$ cat config.mk
export PLATFORM = sky130hd
export DESIGN_NAME = bdbr_top
export DESIGN_NICKNAME = d
export VERILOG_FILES = /design/src/hdl/bdbr_pkg.sv /design/src/hdl/bdbr_top.sv /design/src/hdl/bdbr_rst_gen.sv
export VERILOG_INCLUDE_DIRS = /design/src /design/src/hdl
export SDC_FILE = /design/constraint.sdc
export NUM_CORES = 1
export LEC_CHECK = 0
export ABC_AREA = 0
export BUFFER_PORTS_ARGS = -buffer_cell sky130_fd_sc_hd__buf_2
export CAP_MARGIN = 20
export CORE_MARGIN = 2
export CORE_UTILIZATION = 41
export CTS_CLUSTER_SIZE = 24
export DETAILED_ROUTE_END_ITERATION = 8
export PLACE_DENSITY = 0.81
export SLEW_MARGIN = 10
export SYNTH_ARGS = -nofsm -noshare
export SYNTH_HDL_FRONTEND = slang
export SYNTH_SLANG_ARGS = --single-unit
$ cat constraint.sdc
create_clock -name mclk -period 1.18 [get_ports mclk]
set_input_delay 0.059 -clock mclk [delete_from_list [all_inputs] [get_ports mclk]]
set_output_delay 0.059 -clock mclk [all_outputs]
set_load 0.05 [all_outputs]
$ cat src/hdl/bdbr_map.svh
/*
 * Constants for the debug breakpoint and force-reset block: field positions,
 * register offsets, reset values and timing counts.
 * Assumes inclusion by bare name from the package and the design modules.
 */
`ifndef BDBR_MAP_SVH
`define BDBR_MAP_SVH

// ----------------------------------------------------------------------------
// status/control field positions
// ----------------------------------------------------------------------------
`define BDBR_SC_DVF_BIT 0
`define BDBR_SC_WSF_BIT 1
`define BDBR_SC_WS_BIT 2
`define BDBR_SC_FTS_BIT 4
`define BDBR_SC_BREAKPOINT_ENABLE_BIT 5

// ----------------------------------------------------------------------------
// register offsets and values
// ----------------------------------------------------------------------------
`define BDBR_FRC_RST_OFS 8'h03
`define BDBR_FRC_RST_BIT 0
`define BDBR_FRC_RST_READ 8'h00
`define BDBR_SC_RESET 8'h00
`define BDBR_BKPT_RESET 8'h00

// ----------------------------------------------------------------------------
// timing
// ----------------------------------------------------------------------------
`define BDBR_CLK_NS 20
`define BDBR_RST_PULSE_NS 100
`define BDBR_RST_PULSE_CYC ((`BDBR_RST_PULSE_NS + `BDBR_CLK_NS - 1) / `BDBR_CLK_NS)

`endif

$ cat src/hdl/bdbr_pkg.sv
/*
 * Types shared by the debug breakpoint and force-reset block.
 * Assumes the map header is found on the include path.
 */
package bdbr_pkg;
    `include "bdbr_map.svh"

    typedef enum logic [2:0] {
        BDBR_IDLE = 3'b001,
        BDBR_PULSE = 3'b010,
        BDBR_DONE = 3'b100
    } bdbr_rst_e;

    typedef logic [7:0] bdbr_byte_t;
endpackage

$ cat src/hdl/bdbr_top.sv
/*
 * Background debug breakpoint, failure status and force-reset registers.
 * Assumes the serial command decoder outside delivers one-cycle command
 * strobes with data on mclk, and CPU status arrives from other clock logic
 * or pins through the synchronisers here.
 */
`timescale 1ns/1ps
`include "bdbr_map.svh"

module bdbr_top
    import bdbr_pkg::*;
(
    input wire logic mclk,
    input wire logic nrst,
    // serial command side
    input wire logic bkpt_wr_cmd,
    input wire logic bkpt_rd_cmd,
    input wire logic [15:0] bkpt_wdata,
    output logic [15:0] bkpt_rdata,
    input wire logic sc_wr_cmd,
    input wire logic [7:0] sc_wdata,
    output logic [7:0] sc_rdata,
    input wire logic ser_byte_wr,
    input wire logic [7:0] ser_byte_addr,
    input wire logic [7:0] ser_byte_wdata,
    input wire logic ser_byte_rd,
    output logic [7:0] ser_byte_rdata,
    // user program bus
    input wire logic user_wr,
    input wire logic [7:0] user_addr,
    input wire logic [7:0] user_wdata,
    // cpu status, from outside this clock domain
    input wire logic cpu_wait_stop,
    input wire logic bgnd_from_ws,
    input wire logic mem_cmd_fail_ws,
    input wire logic mem_cmd_fail_slow,
    input wire logic mem_cmd_start,
    // cpu address and fetch, same clock
    input wire logic [15:0] cpu_addr,
    input wire logic cpu_opcode_fetch,
    output logic bkpt_force_req,
    output logic bkpt_tag_opcode,
    output logic mcu_rst_req
);
    // ------------------------------------------------------------------------
    // synchronisers
    // ------------------------------------------------------------------------
    // one two-stage chain per status line; only stage two feeds logic,
    // so a metastable first stage never reaches the flags
    logic [4:0] async_in;
    wire logic [4:0] sync_s;
    assign async_in = {mem_cmd_start, mem_cmd_fail_slow, mem_cmd_fail_ws,
                       bgnd_from_ws, cpu_wait_stop};

    for (genvar gi = 0; gi < 5; gi++) begin : g_sync
        logic stage1_r;
        logic stage2_r;
        always_ff @(posedge mclk) begin
            if (!nrst) begin
                stage1_r <= 1'b0;
                stage2_r <= 1'b0;
            end else begin
                stage1_r <= async_in[gi];
                stage2_r <= stage1_r;
            end
        end
        assign sync_s[gi] = stage2_r;
    end

    logic ws_s, bgws_s, fail_ws_s, fail_slow_s, start_s;
    assign {start_s, fail_slow_s, fail_ws_s, bgws_s, ws_s} = sync_s;

    // ------------------------------------------------------------------------
    // status and control
    // ------------------------------------------------------------------------
    logic bkpt_en_r, fts_r, wsf_r, dvf_r;
    logic [7:0] bkpt_hi_r, bkpt_lo_r;

    always_ff @(posedge mclk) begin
        if (!nrst) begin
            bkpt_en_r <= 1'(`BDBR_SC_RESET >> `BDBR_SC_BREAKPOINT_ENABLE_BIT);
            fts_r <= 1'(`BDBR_SC_RESET >> `BDBR_SC_FTS_BIT);
        end else if (sc_wr_cmd) begin
            bkpt_en_r <= sc_wdata[`BDBR_SC_BREAKPOINT_ENABLE_BIT];
            fts_r <= sc_wdata[`BDBR_SC_FTS_BIT];
        end
    end

    // failure flags hold until the next memory command starts; a failure in
    // the same cycle as the start wins so no event is lost
    always_ff @(posedge mclk) begin
        if (!nrst) begin
            wsf_r <= 1'b0;
            dvf_r <= 1'b0;
        end else begin
            if (fail_ws_s) begin
                wsf_r <= 1'b1;
            end else if (start_s) begin
                wsf_r <= 1'b0;
            end
            if (fail_slow_s) begin
                dvf_r <= 1'b1;
            end else if (start_s) begin
                dvf_r <= 1'b0;
            end
        end
    end

    logic ws_bit;
    assign ws_bit = ws_s | bgws_s;

    // read image of status/control; bits outside the five fields read as zero
    function automatic bdbr_byte_t sc_pack(input logic en, input logic force_tag_select, input logic ws,
                                           input logic wait_stop_fail_flag, input logic data_valid_fail_flag);
        bdbr_byte_t v;
        v = 8'h00;
        v[`BDBR_SC_BREAKPOINT_ENABLE_BIT] = en;
        v[`BDBR_SC_FTS_BIT] = force_tag_select;
        v[`BDBR_SC_WS_BIT] = ws;
        v[`BDBR_SC_WSF_BIT] = wait_stop_fail_flag;
        v[`BDBR_SC_DVF_BIT] = data_valid_fail_flag;
        return v;
    endfunction

    always_ff @(posedge mclk) begin
        if (!nrst) begin
            sc_rdata <= `BDBR_SC_RESET;
        end else begin
            sc_rdata <= sc_pack(bkpt_en_r, fts_r, ws_bit, wsf_r, dvf_r);
        end
    end

    // ------------------------------------------------------------------------
    // breakpoint address, serial commands only
    // ------------------------------------------------------------------------
    // no user decode exists for these bytes, so user writes cannot reach them
    always_ff @(posedge mclk) begin
        if (!nrst) begin
            bkpt_hi_r <= `BDBR_BKPT_RESET;
        end else if (bkpt_wr_cmd) begin
            bkpt_hi_r <= bkpt_wdata[15:8];
        end
    end

    always_ff @(posedge mclk) begin
        if (!nrst) begin
            bkpt_lo_r <= `BDBR_BKPT_RESET;
        end else if (bkpt_wr_cmd) begin
            bkpt_lo_r <= bkpt_wdata[7:0];
        end
    end

    always_ff @(posedge mclk) begin
        if (!nrst) begin
            bkpt_rdata <= 16'h0000;
        end else if (bkpt_rd_cmd) begin
            bkpt_rdata <= {bkpt_hi_r, bkpt_lo_r};
        end
    end

    // ------------------------------------------------------------------------
    // breakpoint comparison
    // ------------------------------------------------------------------------
    function automatic logic addr_hit(input logic [15:0] a, input logic [7:0] hi,
                                      input logic [7:0] lo);
        addr_hit = (a == {hi, lo});
    endfunction

    // force mode fires on any matching address, even a data access; tag mode
    // only marks a matching fetch and leaves the execute decision to the core
    logic hit;
    assign hit = bkpt_en_r && addr_hit(cpu_addr, bkpt_hi_r, bkpt_lo_r);

    always_ff @(posedge mclk) begin
        if (!nrst) begin
            bkpt_force_req <= 1'b0;
            bkpt_tag_opcode <= 1'b0;
        end else begin
            bkpt_force_req <= hit && fts_r;
            bkpt_tag_opcode <= hit && !fts_r && cpu_opcode_fetch;
        end
    end

    // ------------------------------------------------------------------------
    // force-reset register
    // ------------------------------------------------------------------------
    // the pulse generator refuses new requests until it is idle again
    logic frc_req;
    // user_wr/user_addr/user_wdata deliberately take no part: user writes ignored
    assign frc_req = ser_byte_wr && (ser_byte_addr == `BDBR_FRC_RST_OFS)
                     && ser_byte_wdata[`BDBR_FRC_RST_BIT];

    always_ff @(posedge mclk) begin
        if (!nrst) begin
            ser_byte_rdata <= 8'h00;
        end else if (ser_byte_rd) begin
            ser_byte_rdata <= `BDBR_FRC_RST_READ;
        end
    end

    bdbr_rst_gen u_rst (
        .mclk(mclk),
        .nrst(nrst),
        .req(frc_req),
        .mcu_rst_req(mcu_rst_req)
    );
endmodule

$ cat src/hdl/bdbr_rst_gen.sv
/*
 * Force-reset pulse generator: one request gives a fixed-length reset pulse.
 * Assumes the request is a one-cycle pulse on mclk.
 */
`timescale 1ns/1ps
`include "bdbr_map.svh"

module bdbr_rst_gen
    import bdbr_pkg::*;
(
    input wire logic mclk,
    input wire logic nrst,
    input wire logic req,
    output logic mcu_rst_req
);
    localparam logic [3:0] PULSE_LAST = 4'(`BDBR_RST_PULSE_CYC - 1);

    bdbr_rst_e state_r;
    logic [3:0] cnt_r;

    always_ff @(posedge mclk) begin
        if (!nrst) begin
            state_r <= BDBR_IDLE;
            cnt_r <= 4'h0;
        end else begin
            case (state_r)
                BDBR_IDLE: begin
                    cnt_r <= 4'h0;
                    if (req) begin
                        state_r <= BDBR_PULSE;
                    end
                end
                BDBR_PULSE: begin
                    cnt_r <= cnt_r + 4'h1;
                    if (cnt_r == PULSE_LAST) begin
                        state_r <= BDBR_DONE;
                    end
                end
                BDBR_DONE: begin
                    state_r <= BDBR_IDLE;
                end
                default: begin
                    state_r <= BDBR_IDLE;
                end
            endcase
        end
    end

    // reset of the whole mcu normally clears nrst here too; the pulse is self-ending anyway
    assign mcu_rst_req = (state_r == BDBR_PULSE);
endmodule

==> flow_metrics.tcl <==
set metrics [dict create \
    p_int_uw 3610 \
    fin_crit_sh_pct 118 \
    cts.sinks 60 \
    syn_area_um2 2480 \
    final_cell_mix "buf_2 (77), dfxtp_1 (51), nor2b_1 (38)" \
    ys_warn_count 0 \
    cap_violations 0 \
    h-tree-depth 3 \
    die-area_um2 6690 \
    io_buffers 78 \
    maxSlewViolCount 0 \
    multi_input_area_um2 1280 \
    switchingPower_uw 1190 \
    synth_area_per_cell_um2 10.4 \
    rsz0062_at_grt "yes" \
    grt_overflow 0 \
    tns_ns -0.331 \
    regArea_um2 1220 \
    fmax_mhz 720 \
    grt_pass1_vias 1964 \
    mostFrequentLayoutCell "buf_2" \
    synth-seq-area-share_pct 48.4 \
    initial_utilization_pct 42.2 \
    clock_skew_ns 0.00757 \
    reg2reg_slack_ns -0.21 \
    final_antenna_net_count 0 \
    io_pins 121 \
    reg2reg_from "bkpt_lo_r[7]$_SDFFE_PN0P_" \
    finalSetupViolations 2 \
    syn_to_final_growth_pct 47.4 \
    setup_ws_ns -0.208 \
    antenna_found_initial 0 \
    peakVddDrop_uv 905 \
    power.density_nw_per_um2 1310 \
    layout-drive-gt1-share_pct 38.6 \
    critPathArrivalTime_ns 1.63 \
    worstReg2RegEnd "bkpt_tag_opcode$_SDFF_PN0_" \
    numCtsBuffers 9 \
    path_class "reg -> reg" \
    dieHeight_um 81.8 \
    dp_hpwl_um 3680 \
    wire_per_inst_um 13.1 \
    reg2regPathDepth 4 \
    required_ns 1.42 \
    first_pass_iters 4 \
    grt_max_degree 28 \
    fp-row-count 28 \
    track_usage_pct 17.7 \
    pre_cts_ws_ns -0.122 \
    crit_fanout 3 \
    clkTransAtPathRegs_ns 0.07 \
    vias 1993 \
    clockBufferDepth 2 \
    whs_endpoint "fts_r$_SDFFE_PN0P_" \
    post-route-util_pct 62.1 \
    fill_cells 477 \
    hold_violations 0 \
    synth.distinct_cells 36 \
    clockPowerShare_pct 41.3 \
    drc_errors 0 \
    min_path_cells 3 \
    min_period_ns 1.39 \
    crit_path_start_kind "register" \
    syn-instance-count 239 \
    nNetsFinal 446 \
    routed_wl_um 5760 \
    violations "negative setup slack" \
    ys_ff_latch 60 \
    final_cells 438 \
    drt_iter0_markers 40 \
    worst_setup_path_end_kind "register" \
    tritoncts "built" \
    seqPwrFrac_pct 44.7 \
    insertion_delay_ns 0.33 \
    swShare_pct 24.9 \
    hold_start "sc_wdata[4]" \
    comb_power_share_pct 14.0 \
    cts_root_buf "clkbuf_8" \
    min_path_type "in -> reg" \
    gp_congestion 0.780 \
    grt_first_pass_wirelength_um 8750 \
    placed_cells_incl_taps 395 \
    status "finished, violations left" \
    p_leak_uw 0.00166 \
    core_area_um2 5890 \
    diodes 0 \
    die_w_um 81.8 \
    viasPerCell 4.55 \
]
Yosys cell counts (all sizes together):
library cell,number,area share (%)
clkbuf,8,1.2
dfxtp,60,48
xor2,6,2.1
nand2,2,0.30
a21o,1,0.30
a31oi,1,0.25
nor2,1,0.15
nand3b,2,0.60
o2111ai,1,0.35
nor4b,2,0.71
nor3,1,0.20
inv,8,1.2
a41oi,1,0.35
nor2b,38,9.6
and2,17,4.3
conb,1,0.15
mux2i,34,14
ha,2,1.0
nor4bb,2,0.81
nand4,1,0.25
nor3b,1,0.30
nand2b,2,0.50
a211o,1,0.35
buf,15,4.1
o21ai,4,0.81
o22ai,3,0.76
xnor2,7,2.5
a2111oi,1,0.60
nor4,4,1.3
nand3,3,0.60
a21oi,5,1.0
a21boi,1,0.30
o21a,3,0.91
registers in the layout, summed over array words and instances, names as in the netlist:
name / count
bgws_s: 1
bkpt_en_r: 1
bkpt_force_req: 1
bkpt_hi_r: 8
bkpt_lo_r: 8
bkpt_rdata: 16
bkpt_tag_opcode: 1
dvf_r: 1
fail_slow_s: 1
fail_ws_s: 1
fts_r: 1
g_sync.stage1_r: 5
g_sync.stage2_r: 2
sc_rdata: 5
u_rst.cnt_r: 4
u_rst.state_r: 3
wsf_r: 1
per-stage QoR:
stage          hold slack (ns)  total power [µW]  cell area [µm²]
2_1_floorplan            0.186              2610             2520
3_3_place_gp             0.265              2770             3020
4_1_cts                0.00240              4840             3500
5_1_grt                0.00793              5020             3660
3_5_place_dp             0.267              2790             3020
6_report                0.0136              4810             3660
worst max-delay path by stage:
stage	start	to	slack, ns	depth (start not counted)
6_report	bkpt_lo_r[7]$_SDFFE_PN0P_	bkpt_tag_opcode$_SDFF_PN0_	-0.21	4
3_5_place_dp	bkpt_hi_r[0]$_SDFFE_PN0P_	bkpt_tag_opcode$_SDFF_PN0_	-0.12	4
2_1_floorplan	bkpt_hi_r[0]$_SDFFE_PN0P_	bkpt_tag_opcode$_SDFF_PN0_	0.002	4
4_1_cts	bkpt_hi_r[0]$_SDFFE_PN0P_	bkpt_tag_opcode$_SDFF_PN0_	-0.12	4
3_3_place_gp	bkpt_hi_r[0]$_SDFFE_PN0P_	bkpt_tag_opcode$_SDFF_PN0_	-0.10	4
5_1_grt	bkpt_lo_r[7]$_SDFFE_PN0P_	bkpt_tag_opcode$_SDFF_PN0_	-0.30	4
repair_timing:
| item | 4_1_cts | 5_1_grt |
|---|---|---|
| endpoints found under the hold margin | 23 | 0 |
| buffers inserted | 0 | 5 |
| gates resized for setup | 10 | 27 |
| pin swaps | 3 | 9 |
| hold buffers | 23 | 0 |
| setup endpoints to repair | 4 | 6 |
cells by family (layout without fill, tap and decap cells):
logic type	after synthesis	count (layout)	share of synthesized area, %
flops	60	60	48.4
fa+ha+maj	2	2	1.01
compound gates	22	22	6.00
simple gates	76	76	19.6
xor+xnor	13	13	4.59
mux	34	34	13.7
buf+inv	31	145	6.56
other cells	1	11	0.151
routing by layer:
| layer | routed length (µm) | vias up | GRT usage, % |
|---|---|---|---|
| li1 | - | 1017 | - |
| met1 | 2350 | 899 | 19.6 |
| met2 | 2950 | 63 | 30.8 |
| met3 | 321 | 14 | 5.16 |
| met4 | 128 | 0 | 9.00 |
| met5 | 0 | - | 0 |
power by group through the flow:
stage          clock (µW)  combinational (µW)  sequential, µW
2_1_floorplan           0                 328            2280
3_3_place_gp            0                 579            2190
3_5_place_dp            0                 590            2200
4_1_cts              2040                 651            2150
5_1_grt              2130                 726            2160
6_report             1980                 672            2150
critical path, cell delays in order, from the launching register on:
cell       delay, ns
dfxtp_4         0.36
xor2_4          0.15
nor4_4          0.31
o2111ai_2       0.19
nor4_2          0.28
layout make-up:
class                           count  share of cell area, %
Multi-Input combinational cell    158                   35.1
Sequential cell                    60                   33.4
Timing Repair Buffer              121                   22.0
Clock buffer                       13                   4.89
Tap cell                           75                   2.57
Clock inverter                      3                   1.16
Inverter                            8                  0.821
No activity file was read; power rests on OpenSTA's default activity.
